$ cat config.mk
export PLATFORM = sky130hd
export DESIGN_NAME = csp_port
export DESIGN_NICKNAME = d
export VERILOG_FILES = /design/src/csp_sync2.v /design/src/csp_port.v
export VERILOG_INCLUDE_DIRS = /design/src
export SDC_FILE = /design/constraint.sdc
export NUM_CORES = 1
export LEC_CHECK = 0
export BUFFER_PORTS_ARGS = -buffer_cell sky130_fd_sc_hd__buf_2
export CAP_MARGIN = 20
export CORE_ASPECT_RATIO = 1.4
export CORE_UTILIZATION = 56
export DETAILED_ROUTE_END_ITERATION = 10
export HOLD_SLACK_MARGIN = 0.02
export MAX_ROUTING_LAYER = met4
export PLACE_DENSITY = 0.78
export SLEW_MARGIN = 10
export SYNTH_ARGS = -nofsm -noshare
export SYNTH_HDL_FRONTEND = slang
export SYNTH_HIERARCHICAL = 1
export SYNTH_SLANG_ARGS = --single-unit
$ cat constraint.sdc
create_clock -name i_mclk -period 2.6 [get_ports i_mclk]
set_input_delay 0.13 -clock i_mclk [delete_from_list [all_inputs] [get_ports i_mclk]]
set_output_delay 0.13 -clock i_mclk [all_outputs]
set_load 0.02 [all_outputs]
$ cat src/csp_defines.vh
`ifndef CSP_DEFINES_VH
`define CSP_DEFINES_VH
// ----------------------------------------------------------------
// Serial framing constants
// ----------------------------------------------------------------
`define CSP_BITS_PER_BYTE   4'h8
`define CSP_BIT_LAST        3'h7
`define CSP_BYTE_CNT_W      8
`define CSP_XFER_BYTES_DEF  8'h04
// ----------------------------------------------------------------
// Transfer state encodings
// ----------------------------------------------------------------
`define CSP_ST_IDLE         2'h0
`define CSP_ST_WAIT         2'h1
`define CSP_ST_XFER         2'h2
`define CSP_ST_DONE         2'h3
`endif

$ cat src/csp_sync2.v
`timescale 1ns/1ps
// ----------------------------------------------------------------
// Two-flop synchroniser for pin inputs, width set by parameter.
// ----------------------------------------------------------------
module csp_sync2 #(
    parameter W = 1
) (
    input  wire         i_mclk,     // System clock.
    input  wire         i_sys_rst,  // Synchronous reset, active high.
    input  wire [W-1:0] i_async,    // Asynchronous inputs.
    input  wire [W-1:0] i_rst_val,  // Constant value held under reset.
    output wire [W-1:0] o_sync      // Synchronised outputs.
);
    reg [W-1:0] meta_reg;
    reg [W-1:0] sync_reg;

    // First stage is read only by the second stage.
    always @(posedge i_mclk) begin
        if (i_sys_rst) begin
            meta_reg <= i_rst_val;
            sync_reg <= i_rst_val;
        end else begin
            meta_reg <= i_async;
            sync_reg <= meta_reg;
        end
    end

    assign o_sync = sync_reg;
endmodule // csp_sync2

$ cat src/csp_port.v
`timescale 1ns/1ps
`include "csp_defines.vh"
// Summary of operation
// RL1 - Chain in low at byte end starts transfer
// RL2 - After last byte, release output, ignore input
// RL3 - Chain in sampled on serial clock rise
// RL4 - Unchained systems tie chain in low
// RL5 - Chain out low during final bit
// RL6 - Chain out changes after clock rise
// RL7 - Select fall with chain in low enables
// RL8 - Select high: no input, output released
// RL9 - Input bits captured on clock fall
// RL10 - Output bits launched on clock rise
// RL11 - Host idles serial clock high
// RL12 - Chain in fall under select enables output
// RL13 - Fault output low on input fault
// RL14 - Overflow low on over range or fault
// RL15 - Crystal enabled: clock output buffers oscillator; the code also requires i_crystal_fitted high
// RL16 - Crystal disabled: clock output released
// RL17 - Bit counter resets on select fall
module csp_port #(
    parameter XFER_BYTES = `CSP_XFER_BYTES_DEF  // Bytes moved per transfer.
) (
    input  wire       i_mclk,              // 100 MHz system clock.
    input  wire       i_sys_rst,           // Synchronous reset, active high.
    input  wire       i_sclk,              // Serial clock pin.
    input  wire       i_cs_n,              // Chip select pin, active low.
    input  wire       i_din,               // Serial data input pin.
    input  wire       i_chain_in_n,        // Cascade input pin, active low.
    input  wire       i_cmd_start,         // Core: a new command was decoded.
    input  wire [7:0] i_tx_byte,           // Core: byte to shift out.
    output reg        o_tx_take,           // Core: tx byte loaded, one pulse.
    output reg  [7:0] o_rx_byte,           // Core: received byte.
    output reg        o_rx_valid,          // Core: rx byte valid, one pulse.
    output reg        o_dout,              // Serial data output value.
    output reg        o_dout_oe,           // Serial output driver enable.
    output reg        o_chain_out_n,       // Cascade output, active low.
    input  wire       i_input_fault,       // Any analog input out of window.
    input  wire       i_result_over_range, // Any result past full scale.
    output wire       o_fault_n_o,         // Fault pin output value.
    output wire       o_fault_n_oe,        // Fault pin pull-down enable.
    output wire       o_result_over_range_n_o,  // Overflow pin output value.
    output wire       o_result_over_range_n_oe, // Overflow pin pull-down enable.
    input  wire       i_osc_clk,           // Internal oscillator clock.
    input  wire       i_crystal_enable,    // Crystal-enable config bit.
    input  wire       i_crystal_fitted,    // Crystal present strap.
    output wire       o_buffered_osc_out,  // Clock output pin value.
    output wire       o_buffered_osc_out_oe // Clock output pin enable.
);
    // ----------------------------------------------------------------
    // Pin synchronisation
    // ----------------------------------------------------------------
    wire [3:0] pins_sync;
    csp_sync2 #(.W(4)) u_sync (
        .i_mclk    (i_mclk),
        .i_sys_rst (i_sys_rst),
        .i_async   ({i_sclk, i_cs_n, i_din, i_chain_in_n}),
        .i_rst_val (4'hc),
        .o_sync    (pins_sync)
    );
    wire sclk_s  = pins_sync[3];
    wire cs_n_s  = pins_sync[2];
    wire din_s   = pins_sync[1];
    wire chain_s = pins_sync[0];

    reg sclk_d_reg;
    reg cs_d_reg;
    reg chain_d_reg;

    // Delayed copies for edge detection; clock and select reset high, chain low.
    always @(posedge i_mclk) begin
        if (i_sys_rst) begin
            sclk_d_reg  <= 1'b1;
            cs_d_reg    <= 1'b1;
            chain_d_reg <= 1'b0;
        end else begin
            sclk_d_reg  <= sclk_s;
            cs_d_reg    <= cs_n_s;
            chain_d_reg <= chain_s;
        end
    end

    wire sclk_rise  = sclk_s & ~sclk_d_reg;
    wire sclk_fall  = ~sclk_s & sclk_d_reg;
    wire cs_fall    = ~cs_n_s & cs_d_reg;
    wire chain_fall = ~chain_s & chain_d_reg;

    // ----------------------------------------------------------------
    // Transfer sequencing
    // ----------------------------------------------------------------
    reg [1:0] state_reg;
    reg [2:0] bit_reg;
    reg [`CSP_BYTE_CNT_W-1:0] byte_reg;
    reg [7:0] rx_sh_reg;
    reg [7:0] tx_sh_reg;

    wire last_bit = (bit_reg == `CSP_BIT_LAST);
    wire last_byte = (byte_reg == XFER_BYTES - 1'b1);

    // Active only while selected and in transfer; the host keeps the
    // clock idle high, so the first edge of a byte is a fall. [RL11]
    wire active = ~cs_n_s & (state_reg == `CSP_ST_XFER);

    // Main sequencer: counter, shifting and ownership hand-over.
    always @(posedge i_mclk) begin
        o_tx_take  <= 1'b0;
        o_rx_valid <= 1'b0;
        if (i_sys_rst) begin
            state_reg      <= `CSP_ST_IDLE;
            bit_reg        <= 3'h0;
            byte_reg       <= {`CSP_BYTE_CNT_W{1'b0}};
            rx_sh_reg      <= 8'h00;
            tx_sh_reg      <= 8'h00;
            o_rx_byte      <= 8'h00;
            o_dout         <= 1'b0;
            o_dout_oe      <= 1'b0;
            o_chain_out_n  <= 1'b1;
        end else if (cs_n_s) begin
            // Deselected: no input accepted, output released. [RL8]
            state_reg     <= `CSP_ST_IDLE;
            o_dout_oe     <= 1'b0;
            o_chain_out_n <= 1'b1;
            bit_reg       <= 3'h0;
        end else begin
            if (cs_fall) begin
                bit_reg  <= 3'h0;                        // [RL17]
                byte_reg <= {`CSP_BYTE_CNT_W{1'b0}};
                if (!chain_s) begin
                    // The first bit must stand before the first fall. [RL10]
                    state_reg <= `CSP_ST_XFER;           // [RL7]
                    o_dout_oe <= 1'b1;
                    o_dout    <= i_tx_byte[7];
                    tx_sh_reg <= {i_tx_byte[6:0], 1'b0};
                    o_tx_take <= 1'b1;
                end else begin
                    state_reg <= `CSP_ST_WAIT;
                end
            end else begin
                case (state_reg)
                `CSP_ST_WAIT: begin
                    // Falling chain input enables the driver early. [RL12]
                    if (chain_fall)
                        o_dout_oe <= 1'b1;
                    // Chain sampled at the rise ending a byte. [RL3]
                    if (sclk_rise && last_bit && !chain_s) begin
                        state_reg <= `CSP_ST_XFER;       // [RL1]
                        o_dout_oe <= 1'b1;
                        byte_reg  <= {`CSP_BYTE_CNT_W{1'b0}};
                        o_dout    <= i_tx_byte[7];       // [RL10]
                        tx_sh_reg <= {i_tx_byte[6:0], 1'b0};
                        o_tx_take <= 1'b1;
                    end
                end
                `CSP_ST_DONE: begin
                    // Released until a new command restarts us. [RL2]
                    o_dout_oe <= 1'b0;
                    if (i_cmd_start)
                        state_reg <= `CSP_ST_WAIT;
                end
                default: begin
                end
                endcase
                if (sclk_fall && (active || state_reg != `CSP_ST_DONE)) begin
                    // Data in on the falling edge. [RL9]
                    if (active)
                        rx_sh_reg <= {rx_sh_reg[6:0], din_s};
                    if (active && last_bit) begin
                        o_rx_byte  <= {rx_sh_reg[6:0], din_s};
                        o_rx_valid <= 1'b1;
                    end
                end
                if (sclk_rise) begin
                    bit_reg <= bit_reg + 3'h1;           // [RL17]
                    if (active) begin
                        // Data out on the rising edge. [RL10]
                        o_dout         <= tx_sh_reg[7];
                        tx_sh_reg      <= {tx_sh_reg[6:0], 1'b0};
                        // Chain out low over the final bit, after the rise. [RL5] [RL6]
                        o_chain_out_n  <= ~(last_byte && bit_reg == 3'h6);
                        if (last_bit) begin
                            if (last_byte) begin
                                state_reg <= `CSP_ST_DONE;  // [RL2]
                                o_dout_oe <= 1'b0;
                            end else begin
                                // The rise ending a byte launches the next MSB.
                                byte_reg  <= byte_reg + 1'b1;
                                o_dout    <= i_tx_byte[7];  // [RL10]
                                tx_sh_reg <= {i_tx_byte[6:0], 1'b0};
                                o_tx_take <= 1'b1;
                            end
                        end
                    end else begin
                        o_chain_out_n <= 1'b1;           // [RL6]
                    end
                end
            end
        end
    end

    // ----------------------------------------------------------------
    // Open-drain status pins and clock output
    // ----------------------------------------------------------------
    reg fault_reg;
    reg ovr_reg;

    // Status levels registered; wire-NOR so only pull low. [RL13] [RL14]
    always @(posedge i_mclk) begin
        if (i_sys_rst) begin
            fault_reg <= 1'b0;
            ovr_reg   <= 1'b0;
        end else begin
            fault_reg <= i_input_fault;
            ovr_reg   <= i_result_over_range | i_input_fault;
        end
    end

    assign o_fault_n_o              = 1'b0;
    assign o_fault_n_oe             = fault_reg;           // [RL13]
    assign o_result_over_range_n_o  = 1'b0;
    assign o_result_over_range_n_oe = ovr_reg | fault_reg; // [RL14]

    // Clock buffer is combinational: a registered copy would halve it.
    assign o_buffered_osc_out    = i_osc_clk;              // [RL15]
    assign o_buffered_osc_out_oe = i_crystal_enable & i_crystal_fitted; // [RL15] [RL16]
endmodule // csp_port

==> metrics, run 1 <==
outcome=complete, no violations; CP cell instances=ha_1, or4b_4, o211a_1, o21bai_1, o22ai_1; adder-cell share of the synthesized area=under 10%; CP top delay family=compound AO/OA/AOI/OAI gates; Least-Margin Pin Slew=just under 1 ns; crit path kind=register to register; syn_area_per_cell=slightly above 9 µm²; Sink Count=54; Largest stage delay, worst path=about 0.51 ns; initial antenna violation count=0; core box area=around 4300 µm²; CTS Hold Bufs=1; row count=28; slowest cell on the critical path=or4b_4; FFs w/ async S/R, synth=0%; largest area contributor in the netlist=dfxtp_1; Slew HR=between 30% and 40%; power per cell area=~520 nW/µm²; TritonCTS clock tree=done; largest net degree at the start of global routing=31; main combinational cell family by area after synthesis=simple AND/OR/NAND/NOR gates; Critical path buffers and inverters=0; post-synthesis sequential area ratio=between 40% and 50%; #FFs+latches synth=54; port bufs=34; Setup crit start kind=register; 1st-iter DRT viols=roughly 120; RSZ-0062 raised after global routing=no; Die Ht=just over 80 µm; P_leak=between 1 and 1.5 nW; drt pass-1 iters=4; Initial Utilization=roughly 59%; Nets=339; # H-tree levels=2; Max Freq=437 MHz; maximum buffer depth of the clock tree=2; minimum clock period after layout=roughly 2.3 ns; top_reg_cell synth=dfxtp_1; remaining global-route overflow=0; post-DP HPWL=~3700 µm; CP max FO=9; clk_lat worst skew=0.31 ns; Synth area leaders=dfxtp_1 (43%), mux2_4 (5.4%), a21oi_1 (3.6%), mux2i_1 (3.2%), nand2_1 (3.1%); global placement routability congestion=roughly 0.87; Clock Tree Root=clkbuf_8; post-synthesis compound-gate area fraction=about a fifth; vias per inst=about 5.7; Post-Synthesis Cells=275; Cell Area, Synth=roughly 2500 µm²; # fillers=just under 400; Worst Path Required=2.78 ns; multiplexer share of the synthesized area=8.98%; post-synthesis xor/xnor area fraction=0.347%; Arrival @ worst endpoint=around 2.5 ns; Hold Fails Final Rpt=0; first-pass GRT wire length=roughly 8600 µm; vias in the first global route=about 2000; HP Class=input port to register; Resize count post-CTS=0; Final WS setup=between 0.3 and 0.4 ns; IO Count=39; DP Worst Slack=roughly 0.34 ns; post-synth top area share=between 40% and 50%; final setup fails=0; Total GRT Usage=about 24%; drt total wl=5200 µm; Final period util=slightly below 90%; count of cell types in the netlist=56; CTS clock-pin slew for the worst setup and hold paths=~0.10 ns; Layout Skew=slightly above 0.009 ns; Layout area overhead=13.6%; ant diodes=0; routed wire length per instance=about 14 µm; Slew Limit Fails=0; maximum vdd ir drop=0.323 mV; Max Cap Viol=0; die width=58.7 µm; Vias=between 2000 and 2500; EDFF count, synth=0; post-route ant nets=0; setup TNS=0 ns; total CTS buffers=5; share of layout cells above drive strength 1=between 20% and 30%; Post-CTS Setup Inserts=0; simple-gate share of the synthesized area=between 20% and 30%; YS warnings=6; die area=around 4800 µm²; DRC Markers=0; crit path capture type=register
-- worst reg2reg max path: cells and delay by family, from the launching register on --
kind | cells | cell delay, ns
compound gates | 3 | 1.00
simple gates | 1 | 0.51
flops | 1 | 0.42
fa+ha+maj | 1 | 0.25
-- metrics by stage --
stage               power (W)  instances  area, µm²  utilization, %  hold slack [ns]
finish                0.00150        376       2870            67.0           0.0433
global route          0.00157        376       2870            67.0           0.0376
CTS                   0.00151        376       2870            67.0           0.0341
detailed placement    0.00106        367       2770            64.7            0.260
global placement      0.00105        367       2770            64.7            0.260
floorplan             0.00101        283       2550               -            0.246
-- report_power, final --
group,switching [W],internal (W),leakage [nW],total [W]
Combinational,0.0000792,0.0000730,0.679,0.000152
Sequential,0.0000323,0.000854,0.440,0.000886
Clock,0.000273,0.000190,0.0441,0.000462
-- final timing paths --
| path | from | endpoint | slack, ns | cells after the start |
|---|---|---|---|---|
| worst min register to register | o_rx_byte[5] | o_rx_byte[5] | 0.46 | 2 |
| worst max-delay path | byte_reg[0] | tx_sh_reg[1] | 0.31 | 5 |
| worst min-delay path | i_input_fault | o_fault_n_oe | 0.04 | 2 |
| worst max register to register | byte_reg[0] | tx_sh_reg[1] | 0.31 | 5 |
-- cell usage after synthesis (all sizes together) (2+ instances only) --
library cell / instances
nor4b: 3
nor3: 5
dfxtp: 54
nand3: 14
o21bai: 2
mux2i: 8
o22ai: 7
nand4: 5
and3: 2
nand2: 21
clkbuf: 12
or2: 3
nor2b: 5
ha: 4
and2: 5
a211oi: 2
nand2b: 4
nor4bb: 2
conb: 2
a21boi: 6
buf: 5
a21oi: 18
or3: 2
a21o: 2
o21ai: 16
nor3b: 2
inv: 4
mux2: 10
a31oi: 11
nor2: 17
o211ai: 3
-- cells by family (layout without fill, tap and decap cells) --
family | after synthesis | count (layout)
buffers and inverters | 21 | 54
AOI/OAI and AO/OA | 77 | 77
adders and majority gates | 4 | 4
other | 2 | 10
DFF | 54 | 54
xor gates and xnor gates | 1 | 1
and+or+nand+nor | 98 | 98
muxes | 18 | 18
-- per-layer routing --
metal,GRT usage [%],routed length [µm],share of wire (%)
met2,42.6,2800,54
met4,11.2,79,1.5
met3,3.82,195,3.7
met1,25.9,2130,41
met5,-,0,0
-- final cells by class --
cell class / instances / area (µm²) / share of cell area, %
clock buffer: 5 / 68.8 / 2.40
clock inverter: 3 / 21.3 / 0.742
inverter: 4 / 15.0 / 0.524
multi-input combinational: 208 / 1370 / 47.9
sequential: 54 / 1080 / 37.7
tap: 60 / 75.1 / 2.62
timing repair buffer: 42 / 233 / 8.12
-- cell usage in the layout (no fill, tap or decap), drive strengths merged, types with 3 or more instances in the layout --
master,netlist,layout
a21boi,6,6
a21oi,18,18
a31oi,11,11
and2,5,5
buf,5,41
clkbuf,12,5
conb,2,10
dfxtp,54,54
ha,4,4
inv,4,4
mux2,10,10
mux2i,8,8
nand2,21,21
nand2b,4,4
nand3,14,14
nand4,5,5
nor2,17,17
nor2b,5,5
nor3,5,5
nor4b,3,3
o211ai,3,3
o21ai,16,16
o22ai,7,7
or2,3,3
No activity file was read; power rests on OpenSTA's default activity.
==> run 2: changes to the inputs <==
- ABC_AREA: default -> 1
- PLACE_DENSITY: 0.78 -> 0.77
==> metrics, run 2 <==
die width=60.2 µm; drt pass-1 iters=4; largest area contributor in the netlist=dfxtp_1; remaining global-route overflow=0; top_reg_cell synth=dfxtp_1; # H-tree levels=2; CP cell instances=ha_1, ha_1, inv_2, nor2_4, nand2_2, nor2_4, nor2_4, nand2_4, nand2_1, a21oi_1; TritonCTS clock tree=done; crit path capture type=register; EDFF count, synth=0; vias in the first global route=~2100; share of layout cells above drive strength 1=between 10% and 20%; first-pass GRT wire length=9030 µm; Synth area leaders=dfxtp_1 (41%), nand2_1 (16%), a21oi_1 (8.3%), o21ai_0 (5.3%), inv_1 (4.4%); Max Freq=557 MHz; crit path kind=register to register; die area=~5000 µm²; YS warnings=6; #FFs+latches synth=54; routed wire length per instance=roughly 12 µm; largest net degree at the start of global routing=26; Nets=about 440; row count=29; Sink Count=54; Initial Utilization=around 60%; # fillers=about 440; IO Count=39; Slew Limit Fails=0; FFs w/ async S/R, synth=0%; HP Class=input port to register; 1st-iter DRT viols=approximately 170; maximum buffer depth of the clock tree=2; Post-CTS Setup Inserts=0; Critical path buffers and inverters=1; Hold Fails Final Rpt=0; core box area=roughly 4500 µm²; DRC Markers=0; Layout area overhead=12.3%; most common cell in the synthesized netlist=nand2_1; Slew HR=52.2%; DP Worst Slack=approximately 0.8 ns; most common cell after layout, fill and taps aside=nand2_1; Worst Path Required=between 2 and 3 ns; Total GRT Usage=approximately a quarter; syn_area_per_cell=about 7.1 µm²; initial antenna violation count=0; Arrival @ worst endpoint=2.03 ns; maximum vdd ir drop=around 0.31 mV; total CTS buffers=5; Post-Synthesis Cells=375; CTS clock-pin slew for the worst setup and hold paths=roughly 0.09 ns; power per cell area=roughly 510 nW/µm²; Final WS setup=roughly 0.80 ns; CP most frequent cell=nor2_4; ant diodes=0; CP max FO=8; DP Cell Count=466; count of cell types in the netlist=28; port bufs=34; CP top delay family=simple AND/OR/NAND/NOR gates; final cell count without fillers=477; CTS Hold Bufs=4; P_leak=roughly 1.4 nW; Final period util=just under 70%; Tot Pwr=roughly 0.0015 W; clk_lat worst skew=0.30 ns; post-synth top area share=40.8%; global placement routability congestion=between 0.8 and 0.9; setup TNS=0 ns; Largest stage delay, worst path=about 0.36 ns; final setup fails=0; Least-Margin Pin Slew=0.716 ns; Resize count post-CTS=0; multi-input logic area=~1400 µm²; post-route ant nets=0; synth cell count leaders=nand2_1 (114), dfxtp_1 (54), a21oi_1 (44), inv_1 (31), o21ai_0 (28); Clock Tree Root=clkbuf_8; Layout Skew=0.00469 ns; outcome=complete, no violations; Register Area=about 1100 µm²; vias per inst=roughly 5.1; post-DP HPWL=slightly above 4000 µm; drt total wl=roughly 5700 µm; slowest cell on the critical path=dfxtp_1; Vias=around 2400; most frequent cells in the layout=nand2_1 (114), dfxtp_1 (54), a21oi_1 (44); Cell Area, Synth=around 2700 µm²; RSZ-0062 raised after global routing=no; Setup crit start kind=register; minimum clock period after layout=between 1.5 and 2 ns; Die Ht=around 83 µm; Max Cap Viol=0; post-synthesis sequential area ratio=between 40% and 50%
run 2: cell count changes after synthesis, sizes merged, moves of 6 or more:
cell	previous run	this run
nand2	21	120
inv	4	38
a21oi	18	45
nor2	17	35
o21ai	16	28
a31oi	11	0
mux2	10	0
clkbuf	12	3
mux2i	8	0
nand3	14	22
o22ai	7	0
a21boi	6	0
or2	3	9
run 2: worst paths after layout:
check / start / to / slack, ns / cells after the start
max: bit_reg[0] / tx_sh_reg[6] / 0.80 / 10
min: i_result_over_range / ovr_reg / 0.03 / 3
max reg2reg: bit_reg[0] / tx_sh_reg[6] / 0.80 / 10
min reg2reg: u_sync/meta_reg[0] / u_sync/o_sync[0] / 0.43 / 2
run 2: per-layer routing:
| layer | track usage, % | wire length [µm] |
|---|---|---|
| met3 | 4.05 | 145 |
| met1 | 26.5 | 2520 |
| met5 | - | 0 |
| met2 | 41.1 | 2890 |
| met4 | 8.46 | 109 |
run 2: power breakdown:
group / switching, W / internal [W]
Combinational: 0.000124 / 0.0000703
Sequential: 0.0000254 / 0.000858
Clock: 0.000263 / 0.000184
run 2: area by class of cell:
| cell class | count | area share, % |
|---|---|---|
| multi-input cells | 277 | 46.2 |
| flip-flops and latches | 54 | 36.3 |
| repair buffers | 39 | 7.31 |
| well taps | 62 | 2.61 |
| inverters | 38 | 4.79 |
| clock buffers | 5 | 2.31 |
| clock inverters | 2 | 0.504 |
run 2: worst reg2reg max path: cells and delay by family, from the launching register on:
| family | cells | cell delay (ns) |
|---|---|---|
| flops | 1 | 0.36 |
| simple gates | 6 | 0.70 |
| buf+inv | 1 | 0.08 |
| compound gates | 1 | 0.14 |
| fa+ha+maj | 2 | 0.45 |
run 2: cells by family (layout without fill, tap and decap cells):
logic type	after synthesis	count (layout)	share of synthesized area, %
AOI/OAI and AO/OA	76	76	14.8
buffers and inverters	48	84	7.98
DFF	54	54	40.8
other	2	6	0.283
adders and majority gates	4	4	1.89
and+or+nand+nor	191	191	34.3
run 2: stage by stage:
stage                     hold WS [ns]  cell area [µm²]  util [%]
after floorplan                  0.199             2670         -
final                           0.0307             2980      65.6
after detailed placement         0.260             2850      62.9
after CTS                       0.0209             2980      65.6
after global placement           0.260             2850      62.9
after global routing            0.0393             2980      65.6
==> run 3: changes to the inputs <==
- ABC_AREA: 1 -> 0
- PLACE_DENSITY: 0.77 -> 0.78
- clock period: 2.6 -> 1.7 ns (I/O delays scaled with it)
==> metrics, run 3 (synthesized netlist as in run 1, its figures left out) <==
CP max FO=7; # H-tree levels=2; total CTS buffers=5; largest net degree at the start of global routing=22; DP Cell Count=between 400 and 500; clk_lat worst skew=0.32 ns; die area=around 4800 µm²; Final WS setup=-0.171 ns; Largest stage delay, worst path=0.49 ns; Worst R2R Path Depth=7; initial antenna violation count=0; CP Launch Point=byte_reg[1]; row count=28; routed wire length per instance=about 15 µm; IO Count=39; P_leak=1.43 nW; maximum vdd ir drop=0.721 mV; CTS clock-pin slew for the worst setup and hold paths=about 0.11 ns; outcome=finished with violations; Clock Tree Root=clkbuf_8; DRC Markers=0; Final period util=110%; final setup fails=16; Slew Limit Fails=0; HP Class=input port to register; vias in the first global route=~2300; CP cell instances=ha_4, or4b_4, o211a_4, buf_6, o21bai_1, buf_4, o22ai_1; setup TNS=-1.76 ns; die width=slightly below 60 µm; drt pass-1 iters=4; RSZ-0062 raised after global routing=yes; RR Startpoint=byte_reg[1]; WHS=0.0143 ns; ant diodes=0; minimum clock period after layout=between 1.5 and 2 ns; most frequent cells in the layout=dfxtp_1 (49), buf_4 (42), buf_2 (34); Worst Path Required=about 1.9 ns; Setup crit end=tx_sh_reg[6]; vias per inst=between 5 and 6; post-route ant nets=0; global placement routability congestion=just under 1; Vias=around 2400; Layout area overhead=36.2%; first-pass GRT wire length=approximately 10000 µm; Max Freq=around 530 MHz; maximum buffer depth of the clock tree=2; TritonCTS clock tree=done; remaining global-route overflow=0; Total GRT Usage=~29%; Initial Utilization=59.0%; r2r setup slk=-0.17 ns; port bufs=34; Die Ht=81.4 µm; R2R Path End=tx_sh_reg[6]; violated checks=setup timing; crit path capture type=register; power per cell area=about 700 nW/µm²; DP Worst Slack=-0.189 ns; Hold Fails Final Rpt=0; core box area=roughly 4300 µm²; Tot Pwr=between 0.002 and 0.0025 W; 1st-iter DRT viols=77; post-DP HPWL=between 4000 and 5000 µm; final cell count without fillers=423; share of layout cells above drive strength 1=37.2%; drt total wl=about 6400 µm; most common cell after layout, fill and taps aside=dfxtp_1; Layout Skew=0.0109 ns; slowest cell on the critical path=or4b_4; Arrival @ worst endpoint=~2.1 ns; crit path kind=register to register; Setup crit start kind=register; Max Cap Viol=0; Nets=386; Sink Count=54
[run 3: changes by cell type in the layout (fill, tap and decap cells not counted), sizes merged, moves of 6 or more]
cell,change
mux2,+10
buf,+46
nand3,-8
mux2i,+8
a21oi,-27
a31oi,+11
nor2,-18
or2,-6
inv,-33
a21boi,+6
o21ai,-12
nand2,-98
o22ai,+7
[run 3: cell type report]
class | count | area (µm²)
multi-input combinational | 209 | 1550
sequential | 54 | 1090
fill | 286 | 840
timing repair buffer | 88 | 612
tap | 60 | 75.1
clock buffer | 5 | 68.8
clock inverter | 3 | 28.8
inverter | 4 | 15.0
[run 3: worst max-delay path, delay by kind of cell (launching register included)]
family | cells | cell delay [ns]
buf+inv | 2 | 0.30
simple gates | 1 | 0.49
flops | 1 | 0.37
compound gates | 3 | 0.48
fa+ha+maj | 1 | 0.13
[run 3: layer usage]
| metal | vias to the layer above | part of all wire (%) | track usage, % |
|---|---|---|---|
| li1 | 1176 | - | - |
| met5 | - | 0 | - |
| met2 | 59 | 55 | 49.4 |
| met4 | 0 | 2.8 | 15.2 |
| met1 | 1115 | 40 | 30.2 |
| met3 | 16 | 2.7 | 5.57 |
[run 3: how the worst min path moves through the flow]
| stage | depth (start not counted) | end | start | slack, ns |
|---|---|---|---|---|
| 2_1_floorplan | 2 | ovr_reg | i_result_over_range | 0.20 |
| 3_3_place_gp | 0 | o_buffered_osc_out | i_osc_clk | 0.17 |
| 3_5_place_dp | 0 | o_buffered_osc_out | i_osc_clk | 0.17 |
| 4_1_cts | 3 | tx_sh_reg[5] | i_tx_byte[4] | 0.02 |
| 5_1_grt | 3 | tx_sh_reg[3] | i_tx_byte[2] | 0.03 |
| 6_report | 3 | tx_sh_reg[3] | i_tx_byte[2] | 0.01 |
[run 3: what timing repair did]
item	in CTS	in global routing
buffers inserted	0	4
setup endpoints to repair	28	26
gates cloned	0	1
pin swaps	6	10
gates resized for setup	14	23
hold buffers	7	0
hold endpoints to repair	6	0
[run 3: through the flow]
stage	area [µm²]	util [%]
3_3_place_gp	3080	72.0
4_1_cts	3310	77.4
5_1_grt	3430	80.4
6_report	3430	80.4
3_5_place_dp	3080	72.0
2_1_floorplan	2600	-
[run 3: where the power goes]
group	total [W]	switching [W]	leakage [nW]	internal, W
registers	0.00134	0.0000384	0.443	0.00131
clock network	0.000771	0.000465	0.0502	0.000306
logic	0.000320	0.000165	0.937	0.000155
